<file path="src/rtl/analog_routing_pkg.sv">
// Constants, field layout and carrier types of the analog routing bank.
// Assumes a single 10 MHz clock domain and an APB register bus.
package analog_routing_pkg;

  // ************************************************************
  // Register indices, byte address is four times the index
  // ************************************************************
  localparam int ADDR_WIDTH = 12;
  localparam logic [7:0] IDX_INPUT_SELECT = 8'h60;
  localparam logic [7:0] IDX_OUTBUF_CONTROL = 8'h62;
  localparam logic [7:0] IDX_MODULATOR_CONTROL = 8'h63;
  localparam logic [7:0] IDX_ROUTING_STATUS = 8'h66;

  // ************************************************************
  // Reset values
  // ************************************************************
  localparam logic [7:0] RESET_INPUT_SELECT = 8'h00;
  localparam logic [7:0] RESET_OUTBUF_CONTROL = 8'h00;
  localparam logic [3:0] RESET_MODULATOR_CONTROL = 4'h0;

  // ************************************************************
  // Field positions
  // ************************************************************
  localparam int POS_COL1_CHOICE = 7;
  localparam int POS_COL2_CHOICE = 6;
  localparam int POS_BUF1 = 5;
  localparam int POS_BUF2 = 4;
  localparam int POS_BUF0 = 3;
  localparam int POS_BUF3 = 2;
  localparam int POS_DRIVE = 0;
  localparam int POS_COL2_MOD = 2;
  localparam int POS_COL0_MOD = 0;

  // ************************************************************
  // Modulation source encodings
  // ************************************************************
  localparam logic [1:0] MOD_NONE = 2'h0;
  localparam logic [1:0] MOD_GLOBAL0 = 2'h1;
  localparam logic [1:0] MOD_GLOBAL4 = 2'h2;
  localparam logic [1:0] MOD_BLOCK03 = 2'h3;

  // ************************************************************
  // Carriers
  // ************************************************************
  typedef struct packed {
    logic [1:0] col3_port_select;
    logic [1:0] col2_port_select;
    logic [1:0] col1_port_select;
    logic [1:0] col0_port_select;
  } input_select_type;

  typedef struct packed {
    logic col1_source_choice;
    logic col2_source_choice;
    logic [3:0] outbuf_on;
    logic outbuf_drive_level;
  } route_ctrl_type;

  typedef struct packed {
    logic global_out0;
    logic global_out4;
    logic block03_out;
  } modulators_type;

  typedef logic [3:0][7:0] col_switch_type;

endpackage

</file>
<file path="src/rtl/analog_routing_config.sv">
// APB register bank steering analog column muxes, buffers, modulators.
// Assumes an APB master on the same clock; zero wait states.
//
// The APB interface to the registers was left to the implementer.
`timescale 1ns/1ns
module analog_routing_config (
  input wire logic clock,
  input wire logic srst,
  input wire logic psel,
  input wire logic penable,
  input wire logic pwrite,
  input wire logic [11:0] paddr,
  input wire logic [31:0] pwdata,
  output logic [31:0] prdata,
  output logic pready,
  output logic pslverr,
  input wire analog_routing_pkg::modulators_type mod_sources,
  input wire logic [1:0] gain_sign_bit,
  output analog_routing_pkg::col_switch_type col_switch,
  output logic col1_source_choice,
  output logic col2_source_choice,
  output logic col0_outbuf_on,
  output logic col1_outbuf_on,
  output logic col2_outbuf_on,
  output logic col3_outbuf_on,
  output logic outbuf_drive_level,
  output logic [1:0] modulating,
  output logic [1:0] gain_polarity
);

  // ************************************************************
  // Register state
  // ************************************************************
  analog_routing_pkg::input_select_type input_select;
  analog_routing_pkg::input_select_type next_input_select;
  analog_routing_pkg::route_ctrl_type route_ctrl;
  analog_routing_pkg::route_ctrl_type next_route_ctrl;
  logic [3:0] mod_ctrl;
  logic [3:0] next_mod_ctrl;
  logic [31:0] next_prdata;
  logic [31:0] read_value;
  logic [7:0] index;
  logic hit;
  logic wr_access;

  // ************************************************************
  // Address decode
  // ************************************************************
  assign index = paddr[9:2];
  assign wr_access = psel & penable & pwrite & hit;

  always_comb begin
    hit = 1'b0;
    read_value = 32'h0000_0000;
    if (paddr[11:10] == 2'h0 && paddr[1:0] == 2'h0) begin
      case (index)
        analog_routing_pkg::IDX_INPUT_SELECT: begin
          hit = 1'b1;
          read_value = {24'h00_0000, input_select};
        end
        analog_routing_pkg::IDX_OUTBUF_CONTROL: begin
          // Write-only, reads back zero
          hit = 1'b1;
        end
        analog_routing_pkg::IDX_MODULATOR_CONTROL: begin
          hit = 1'b1;
          read_value = {28'h000_0000, mod_ctrl};
        end
        analog_routing_pkg::IDX_ROUTING_STATUS: begin
          hit = 1'b1;
          read_value = {28'h000_0000, modulating, gain_polarity};
        end
        default: begin
          hit = 1'b0;
        end
      endcase
    end
  end

  // ************************************************************
  // APB answer
  // ************************************************************
  assign pready = 1'b1;
  assign pslverr = psel & penable & ~hit;

  always_comb begin
    next_input_select = input_select;
    next_route_ctrl = route_ctrl;
    next_mod_ctrl = mod_ctrl;
    next_prdata = prdata;
    if (wr_access) begin
      if (index == analog_routing_pkg::IDX_INPUT_SELECT) begin
        next_input_select = pwdata[7:0];
      end
      if (index == analog_routing_pkg::IDX_OUTBUF_CONTROL) begin
        next_route_ctrl.col1_source_choice =
          pwdata[analog_routing_pkg::POS_COL1_CHOICE];
        next_route_ctrl.col2_source_choice =
          pwdata[analog_routing_pkg::POS_COL2_CHOICE];
        next_route_ctrl.outbuf_on = {
          pwdata[analog_routing_pkg::POS_BUF3],
          pwdata[analog_routing_pkg::POS_BUF2],
          pwdata[analog_routing_pkg::POS_BUF1],
          pwdata[analog_routing_pkg::POS_BUF0]};
        // Bit 1 is dropped, software keeps it zero
        next_route_ctrl.outbuf_drive_level =
          pwdata[analog_routing_pkg::POS_DRIVE];
      end
      if (index == analog_routing_pkg::IDX_MODULATOR_CONTROL) begin
        next_mod_ctrl = pwdata[3:0];
      end
    end
    if (psel & ~penable & ~pwrite) begin
      next_prdata = read_value;
    end
  end

  always_ff @(posedge clock) begin
    if (srst) begin
      input_select <= analog_routing_pkg::RESET_INPUT_SELECT;
      // Reserved bit 1 is not stored, drive level sits lowest
      route_ctrl <= {analog_routing_pkg::RESET_OUTBUF_CONTROL[7:2],
        analog_routing_pkg::RESET_OUTBUF_CONTROL[0]};
      mod_ctrl <= analog_routing_pkg::RESET_MODULATOR_CONTROL;
      prdata <= 32'h0000_0000;
    end else begin
      input_select <= next_input_select;
      route_ctrl <= next_route_ctrl;
      mod_ctrl <= next_mod_ctrl;
      prdata <= next_prdata;
    end
  end

  // ************************************************************
  // Outputs straight from the control register
  // ************************************************************
  assign col1_source_choice = route_ctrl.col1_source_choice;
  assign col2_source_choice = route_ctrl.col2_source_choice;
  assign col0_outbuf_on = route_ctrl.outbuf_on[0];
  assign col1_outbuf_on = route_ctrl.outbuf_on[1];
  assign col2_outbuf_on = route_ctrl.outbuf_on[2];
  assign col3_outbuf_on = route_ctrl.outbuf_on[3];
  assign outbuf_drive_level = route_ctrl.outbuf_drive_level;

  // ************************************************************
  // Column routing and modulation
  // ************************************************************
  column_route u_route (
    .clock(clock),
    .srst(srst),
    .sel(input_select),
    .ctrl(route_ctrl),
    .col_switch(col_switch)
  );

  // Only columns 0 and 2 carry a modulator
  modulation_polarity u_mod_col0 (
    .clock(clock),
    .srst(srst),
    .mod_select(mod_ctrl[analog_routing_pkg::POS_COL0_MOD+:2]),
    .sources(mod_sources),
    .gain_sign_bit(gain_sign_bit[0]),
    .modulating(modulating[0]),
    .gain_polarity(gain_polarity[0])
  );

  modulation_polarity u_mod_col2 (
    .clock(clock),
    .srst(srst),
    .mod_select(mod_ctrl[analog_routing_pkg::POS_COL2_MOD+:2]),
    .sources(mod_sources),
    .gain_sign_bit(gain_sign_bit[1]),
    .modulating(modulating[1]),
    .gain_polarity(gain_polarity[1])
  );
endmodule // analog_routing_config

</file>
<file path="src/rtl/column_route.sv">
// Port-bit switch enables of the four analog column inputs.
// Assumes select fields come from registers on the same clock.
`timescale 1ns/1ns
module column_route (
  input wire logic clock,
  input wire logic srst,
  input wire analog_routing_pkg::input_select_type sel,
  input wire analog_routing_pkg::route_ctrl_type ctrl,
  output analog_routing_pkg::col_switch_type col_switch
);

  logic [7:0] sel_bits;
  analog_routing_pkg::col_switch_type stage;
  analog_routing_pkg::col_switch_type next_col_switch;

  assign sel_bits = sel;

  // ************************************************************
  // First stage: four port bits per column
  // ************************************************************
  genvar c;
  generate
    for (c = 0; c < 4; c++) begin : g_stage
      // Odd columns take even port bits, even columns odd ones
      localparam logic [2:0] LANE = (c % 2 == 0) ? 3'h1 : 3'h0;
      logic [2:0] bit_index;
      assign bit_index = {sel_bits[2*c+:2], 1'b0} | LANE;
      assign stage[c] = 8'h01 << bit_index;
    end
  endgenerate

  // ************************************************************
  // Second stage for columns 1 and 2
  // ************************************************************
  always_comb begin
    next_col_switch = stage;
    if (ctrl.col1_source_choice) begin
      next_col_switch[1] = stage[0];
    end
    if (ctrl.col2_source_choice) begin
      next_col_switch[2] = stage[3];
    end
  end

  always_ff @(posedge clock) begin
    if (srst) begin
      col_switch <= {8'h01, 8'h02, 8'h01, 8'h02};
    end else begin
      col_switch <= next_col_switch;
    end
  end

endmodule // column_route

</file>
<file path="src/rtl/modulation_polarity.sv">
// Gain polarity of one modulated switched-capacitor column.
// Assumes modulating sources are logic on the same clock.
`timescale 1ns/1ns
module modulation_polarity (
  input wire logic clock,
  input wire logic srst,
  input wire logic [1:0] mod_select,
  input wire analog_routing_pkg::modulators_type sources,
  input wire logic gain_sign_bit,
  output logic modulating,
  output logic gain_polarity
);

  logic next_modulating;
  logic next_gain_polarity;

  always_comb begin
    unique case (mod_select)
      analog_routing_pkg::MOD_NONE: next_modulating = 1'b0;
      analog_routing_pkg::MOD_GLOBAL0: next_modulating = sources.global_out0;
      analog_routing_pkg::MOD_GLOBAL4: next_modulating = sources.global_out4;
      analog_routing_pkg::MOD_BLOCK03: next_modulating = sources.block03_out;
    endcase
    // High modulating level inverts the configured sign
    next_gain_polarity = gain_sign_bit ^ next_modulating;
  end

  always_ff @(posedge clock) begin
    if (srst) begin
      modulating <= 1'b0;
      gain_polarity <= 1'b0;
    end else begin
      modulating <= next_modulating;
      gain_polarity <= next_gain_polarity;
    end
  end

endmodule // modulation_polarity

</file>
<file path="config.mk">
export PLATFORM = sky130hd
export DESIGN_NAME = analog_routing_config
export DESIGN_NICKNAME = d
export VERILOG_FILES = /design/src/rtl/analog_routing_pkg.sv /design/src/rtl/analog_routing_config.sv /design/src/rtl/column_route.sv /design/src/rtl/modulation_polarity.sv
export SDC_FILE = /design/constraint.sdc
export NUM_CORES = 1
export LEC_CHECK = 0
export BUFFER_PORTS_ARGS = -buffer_cell sky130_fd_sc_hd__buf_2
export CAP_MARGIN = 20
export CORE_ASPECT_RATIO = 0.5
export CORE_UTILIZATION = 44
export DETAILED_ROUTE_END_ITERATION = 8
export PLACE_DENSITY = 0.79
export SETUP_SLACK_MARGIN = 0.5
export SYNTH_ARGS = -nofsm -noshare
export SYNTH_HDL_FRONTEND = slang
export SYNTH_SLANG_ARGS = --single-unit
</file>
<file path="constraint.sdc">
create_clock -name clock -period 1.83 [get_ports clock]
set_input_delay 0.2745 -clock clock [delete_from_list [all_inputs] [get_ports clock]]
set_output_delay 0.2745 -clock clock [all_outputs]
set_load 0.005 [all_outputs]
</file>
# == After elaboration in Yosys (flattened, before gate mapping) ==
# Cells that the tools add are included.
# op_classes
n_eq_ne,10
shifts,4
mux,8
bitwise_logic,11
reduce_logical,9
# ops
cell,count
$eq A8 B7 Y1 const B,4
$shl A1 B3 Y8 const A,4
$mux W8,3
$pmux W8 S3,1
$eq A2 B2 Y1 const B,4
$logic_not A2 Y1,4
$pmux W1 S4,2
$and A1 B1 Y1,6
$reduce_and A2 Y1,3
$eq A2 B1 Y1 const B,2
$reduce_or A4 Y1,1
$not A1 Y1,3
$mux W1,2
$xor A1 B1 Y1,2
$logic_and A1 B1 Y1,1
# word_totals
regBits,87

# == Longest topological paths before layout ==
# Gate-level depths: netlist (run 1).
# logic_depth
depth_word,6
depth_mapped,6
depth_no_buf,4

# == Modules after synthesis ==
# A second synthesis (run 1) with hierarchy kept.
# unflattened
cells_unflattened,248
hier_area_um2,2451.1
# by_module_without_submodules
mod,instances,cells_per_inst,area_per_inst_um2,seq_area_each_um2
analog_routing_config,1,158,1426.4,540.5
column_route,1,68,802.0,480.5
modulation_polarity,2,11,111.4,40.0

# == Worst setup path after synthesis (run 1) ==
# No wires, ideal clock.
# synth_path
kind,input -> register
from,in paddr[9]
to,reg prdata[0]
setup_time_ps,69
t_arrival_ps,1373
t_required_ps,1761
slack_ps,388
cell_stages,4
path_cell_list,nor4b_4 -> nand3_1 -> or4b_4 -> o21ai_1
# synth_via
elab_chain_cells,3
# synth_rtl
item,line_no,rtl
from (decl),analog_routing_config.sv:12,"input wire logic [11:0] paddr,"
$eq A8 B7 Y1,analog_routing_config.sv:56,case (index)
$pmux W8 S3 *,analog_routing_config.sv:56,
$mux W8 *,analog_routing_config.sv:55,if (paddr[11:10] == 2'h0 && paddr[1:0] == 2'h0) begin
to (signal assigned),analog_routing_config.sv:130,prdata <= next_prdata;
to (decl),analog_routing_config.sv:14,"output logic [31:0] prdata,"
# Every way passes the cells marked *; elsewhere a longest branch is shown, timed or not.
# A chain may end at the register's enable or synchronous reset.

# == Worst setup path in the final report (run 1) ==
# layout_path
from,in paddr[10]
to,out pslverr
# layout_via
elab_chain_cells,5
# layout_rtl
item,line_no,rtl
$logic_not A2 Y1,analog_routing_config.sv:55,
$logic_and A1 B1 Y1,analog_routing_config.sv:55,
$mux W1,analog_routing_config.sv:55,
$not A1 Y1,analog_routing_config.sv:84,assign pslverr = psel & penable & ~hit;
$and A1 B1 Y1,analog_routing_config.sv:84,
to (decl),analog_routing_config.sv:16,"output logic pslverr,"
# No other way between the ends.

==> results of run 1 <==
flip-flops by register name, indices dropped and copies added, names as in the netlist, 4 cells and up:
signal              count
input_select            8
u_route.col_switch     24
prdata                  8
mod_ctrl                4
synth_stat cells (3+ instances only):
cell type / count
nand2b_1: 17
a21oi_1: 16
a22oi_1: 4
mux2i_1: 11
nor3_1: 8
nand3_1: 16
a22o_1: 4
nor2b_1: 4
o21ai_1: 4
buf_2: 3
clkbuf_1: 9
buf_4: 37
dfxtp_1: 55
nor2_1: 18
nand2_1: 20
o21ai_0: 12
final timing paths:
kind / start / to / slack, ns / cells after the start
worst max register to register: mod_ctrl[0]$_SDFFE_PP0P_ / u_mod_col0.gain_polarity$_SDFF_PP0_ / 0.66 / 4
worst max-delay path: paddr[10] / pslverr / 0.35 / 6
worst min-delay path: gain_sign_bit[1] / u_mod_col2.gain_polarity$_SDFF_PP0_ / 0.20 / 3
worst min register to register: prdata[5]$_SDFFE_PP0P_ / prdata[5]$_SDFFE_PP0P_ / 0.47 / 2
layer usage:
metal,up-vias,GRT usage (%),wire length [µm]
met5,-,0,0
met4,0,4.79,48
met3,4,5.71,349
met2,81,32.3,2600
met1,947,20.7,2280
li1,981,-,-
cell families (layout without fill, tap and decap cells):
| group | after synthesis | count (layout) | synth area share (%) |
|---|---|---|---|
| multiplexers | 12 | 12 | 5.01 |
| XOR/XNOR | 3 | 3 | 1.08 |
| AO/OA/AOI/OAI | 43 | 43 | 10.2 |
| other | 2 | 33 | 0.310 |
| buffers and inverters | 51 | 89 | 13.8 |
| flip-flops | 55 | 55 | 45.5 |
| AND/OR/NAND/NOR | 103 | 103 | 24.1 |
worst min-delay path, stage by stage:
cell and delay, ns:
buf_2 0.08, xnor2_1 0.06, nor2_1 0.07
layout make-up:
cell class	count	area, µm²	area share (%)
multi-input cells	194	1130	39.7
flip-flops and latches	55	1100	38.6
repair buffers	79	427	14.9
well taps	70	87.6	3.07
clock buffers	5	68.8	2.41
clock inverters	3	28.8	1.01
inverters	2	7.51	0.263
timing repair:
item / CTS / global route
gates resized for setup: 1 / 9
endpoints found under the setup margin: 1 / 16
pin swaps: 1 / 8
buffers inserted: 1 / 1
hold buffers: 0 / 0
power by group through the flow:
stage	logic, mW	registers (mW)	clock network [mW]
6_report	0.152	1.20	0.715
4_1_cts	0.143	1.20	0.722
2_1_floorplan	0.136	1.23	0
3_3_place_gp	0.138	1.23	0
5_1_grt	0.168	1.20	0.783
3_5_place_dp	0.141	1.23	0
==> impl_metrics.tcl, run 1 <==
set metrics [dict create \
    vdd_drop_max_uv 426 \
    maxCapViolCount 0 \
    num_rows 18 \
    die_h_um 54.5 \
    path_clk_slew_ns 0.10 \
    p_seq_share_pct 58.1 \
    fillers 470 \
    syn2layout_area_growth_pct 17.8 \
    maxSlewViolCount 0 \
    syn_avg_cell_area_um2 9.00 \
    period_share_pct 80.9 \
    die_w_um 107 \
    pwr-share-comb_pct 7.3 \
    route.detailed.drc 0 \
    final_cell_mix "71 x buf_2, 54 x dfxtp_1, 33 x conb_1, 20 x nand2_1, 17 x nand2b_1" \
    fmax_mhz 676 \
    grt_max_degree 27 \
    grt_pass1_wl_mm 7.82 \
    routed_wl_mm 5.28 \
    crit_family "simple AND/OR/NAND/NOR gates" \
    min_path_type "in -> reg" \
    seq_area_frac_synth_pct 45.5 \
    ioPinCount 131 \
    rsz0062_at_grt "true" \
    dp_hpwl_mm 3.84 \
    switching_share_pct 25.1 \
    initial_core_util_pct 47.4 \
    p_switching_mw 0.519 \
    fin_total_pwr_mw 2.07 \
    clock-sinks 55 \
    yosys_warnings 0 \
    cts_made_buffers 5 \
    syn-instance-count 269 \
    synth_edf_count 0 \
    synth_ff_type "dfxtp_1" \
    hold_viol_final 0 \
    placedCellCount 398 \
    n_antenna_cell 0 \
    cts_root_buffer "clkbuf_8" \
    post-route-min-period_ns 1.48 \
    cp.buffers_inverters 2 \
    ctsLongestPathBuffers 2 \
    yosysUniqueCellTypes 39 \
    clkPwrFrac_pct 34.6 \
    clkLatencyLatePin_ns 0.32 \
    async_reset_ff_share_pct 0 \
    synthesis.area_mm2 0.00242 \
    place_ws_ns 0.173 \
    layout.cells.non_filler 408 \
    coreArea_mm2 0.00511 \
    cp_slowest_cell "nor4b_4" \
    nets 391 \
    slew-limit-headroom_pct 57.6 \
    mostFrequentLayoutCell "buf_2" \
    worst_slack_ns 0.350 \
    holdWs_ns 0.204 \
    grt_antenna_before_repair 0 \
    p_leak_nw 1.24 \
    worstPathCellList "buf_6, nor4b_4, nand2_1, a211oi_2, a21oi_1, buf_2" \
    final_util_pct 55.8 \
    intPower_mw 1.55 \
    synth_top_area_share_pct 45.5 \
    final_layout_size_suffix_gt1_share_pct 30.8 \
    drt-pass1-iter-count 4 \
    synth-seq-cells 55 \
    gp_congestion 0.793 \
    powerDensity_mw_per_mm2 724 \
    crit_fanout 2 \
    gr-total-overflow 0 \
    worstPathRequired_ns 1.56 \
    endpoint_kind "primary output" \
    vias_per_cell 4.93 \
    cts_tree "built" \
    cp_slowest_stage_delay_ns 0.28 \
    vias 2013 \
    grt_pass1_vias 1727 \
    crit_type "in -> out" \
    setup_viol 0 \
    arrival_ns 1.21 \
    fin_area_mm2 0.00285 \
    dieArea_mm2 0.00582 \
    drtIter0Drc 105 \
    synth.area.top_cells "dfxtp_1 45%, buf_4 11%, mux2i_1 4.5%" \
    critPathLaunchType "input pin" \
    clock_skew_ns 0.0120 \
    detail-route-antenna-nets 0 \
    htree_levels 2 \
    synth_top_area_cell "dfxtp_1" \
    setup_tns_ns 0 \
    worstMarginPinSlew_ns 0.634 \
    wl_per_cell_um 12.9 \
    portBuffers 73 \
    placed_cell_area_mm2 0.00270 \
    run_status "completed" \
    track_usage_pct 17.7 \
]
Power figures use the tool's default switching activity.
==> run 2, diff against run 1 <==
==> constraint.sdc (replaced) <==
create_clock -name clock -period 1.5 [get_ports clock]
set_input_delay 0.225 -clock clock [delete_from_list [all_inputs] [get_ports clock]]
set_output_delay 0.225 -clock clock [all_outputs]
set_load 0.005 [all_outputs]
==> impl_metrics.tcl, run 2 (synthesis gave the netlist of run 1 again) <==
set metrics [dict create \
    grt_max_degree 49 \
    r2r_setup_slack_ns 0.30 \
    powerDensity_mw_per_mm2 830 \
    final_layout_size_suffix_gt1_share_pct 44.9 \
    worstPathRequired_ns 1.74 \
    largest-register "u_route.col_switch" \
    crit_fanout 4 \
    maxCapViolCount 0 \
    grt_pass1_vias 1905 \
    route.detailed.drc 0 \
    startpoint "paddr[9]" \
    grt_pass1_wl_mm 8.92 \
    die_w_um 107 \
    gr-total-overflow 0 \
    reg2reg_to "prdata[0]$_SDFFE_PP0P_" \
    drt-pass1-iter-count 4 \
    ctsLongestPathBuffers 2 \
    cp_slowest_stage_delay_ns 0.59 \
    arrival_ns 1.57 \
    gp_congestion 0.801 \
    p_leak_nw 1.37 \
    wl_per_cell_um 13.8 \
    holdWs_ns 0.162 \
    dp_hpwl_mm 3.77 \
    maxSlewViolCount 0 \
    initial_core_util_pct 47.4 \
    num_rows 18 \
    hold_viol_final 0 \
    crit_family "simple AND/OR/NAND/NOR gates" \
    seqCellArea_mm2 0.00114 \
    htree_levels 2 \
    mostFrequentLayoutCell "buf_2" \
    fin_total_pwr_mw 2.65 \
    drtIter0Drc 125 \
    worst_slack_ns 0.163 \
    clkLatencyLatePin_ns 0.31 \
    setup_viol 0 \
    track_usage_pct 20.3 \
    cts_made_buffers 5 \
    worstPathCellList "buf_6, nor4b_4, buf_4, nand3_1, or4b_4, o21ai_2" \
    grt_antenna_before_repair 0 \
    cp.buffers_inverters 2 \
    slew-limit-headroom_pct 53.1 \
    vias_per_cell 5.05 \
    worstMarginPinSlew_ns 0.704 \
    coreArea_mm2 0.00511 \
    worstSetupEndpoint "prdata[0]$_SDFFE_PP0P_" \
    vias 2130 \
    largest_reg_flops 24 \
    setup_tns_ns 0 \
    hold_path.startpoint "srst" \
    place_ws_ns -0.0539 \
    detail-route-antenna-nets 0 \
    multiInputGateArea_mm2 0.00123 \
    nets 405 \
    clock-sinks 55 \
    r2r_start "mod_ctrl[0]$_SDFFE_PP0P_" \
    vdd_drop_max_uv 395 \
    fillers 421 \
    cts_root_buffer "clkbuf_8" \
    n_antenna_cell 0 \
    reg_top3 "u_route.col_switch x24, input_select x8, prdata x8" \
    run_status "completed" \
    final_cell_mix "63 x buf_2, 33 x conb_1, 32 x dfxtp_1, 20 x nand2_1, 19 x dfxtp_2" \
    period_share_pct 89.1 \
    cts_tree "built" \
    rsz0062_at_grt "true" \
    cp_slowest_cell "or4b_4" \
    ioPinCount 131 \
    path_clk_slew_ns 0.09 \
    routed_wl_mm 5.84 \
    clock_skew_ns 0.00454 \
    dieArea_mm2 0.00582 \
    path_depth 6 \
    rr_worst_depth 4 \
    post-route-min-period_ns 1.34 \
    crit_type "in -> reg" \
    endpoint_kind "flip-flop" \
    syn2layout_area_growth_pct 31.8 \
    fmax_mhz 748 \
    min_path_type "in -> reg" \
    portBuffers 73 \
    critPathLaunchType "input pin" \
    die_h_um 54.5 \
]
==> run 2: changes by cell type in the layout (fill, tap and decap cells not counted), moves of 2 or more <==
cell / change
buf_6: +11
o21ai_2: +11
dfxtp_4: +4
a21oi_2: +4
buf_4: +8
dfxtp_1: -22
dfxtp_2: +18
a21oi_1: -4
buf_12: +2
buf_2: -8
o21ai_0: -11
==> run 2: through the flow <==
step           instances  cell area (µm²)  util, %
3_5_place_dp         404             2790     54.6
5_1_grt              422             3190     62.4
2_1_floorplan        300             2600        -
6_report             422             3190     62.4
3_3_place_gp         404             2790     54.6
4_1_cts              418             3070     60.1
==> run 2: worst min path at each step <==
stage                                                      to  cells after the start
after floorplan                      mod_ctrl[0]$_SDFFE_PP0P_                      2
after global routing         u_mod_col0.modulating$_SDFF_PP0_                      2
after global placement                 prdata[6]$_SDFFE_PP0P_                      2
after CTS                     col2_source_choice$_SDFFE_PP0P_                      3
after detailed placement               prdata[7]$_SDFFE_PP0P_                      2
final                     u_mod_col0.gain_polarity$_SDFF_PP0_                      2
==> run 2: layout make-up <==
type	instances	area share (%)
sequential	55	35.7
timing repair buffer	92	19.1
clock buffer	6	2.27
multi-input combinational	195	38.7
inverter	2	0.235
clock inverter	2	1.22
tap	70	2.74
==> run 2: what timing repair did <==
item	CTS	global route
pin swaps	16	10
endpoints found under the setup margin	37	51
cloned	2	0
hold buffers	0	0
resized for setup	50	28
setup buffers	4	4
==> run 2: report_power, final <==
group	internal, mW	switching (mW)	total (mW)
clock	0.505	0.479	0.984
combinational	0.0833	0.128	0.211
sequential	1.45	0.00120	1.46
==> run 2: per-layer routing <==
layer,global-route usage [%],vias up,part of all wire (%)
met1,23.7,1005,42
met2,36.6,102,48
met3,4.40,12,7.8
li1,-,1011,-
met5,0,-,0
met4,11.0,0,2.3
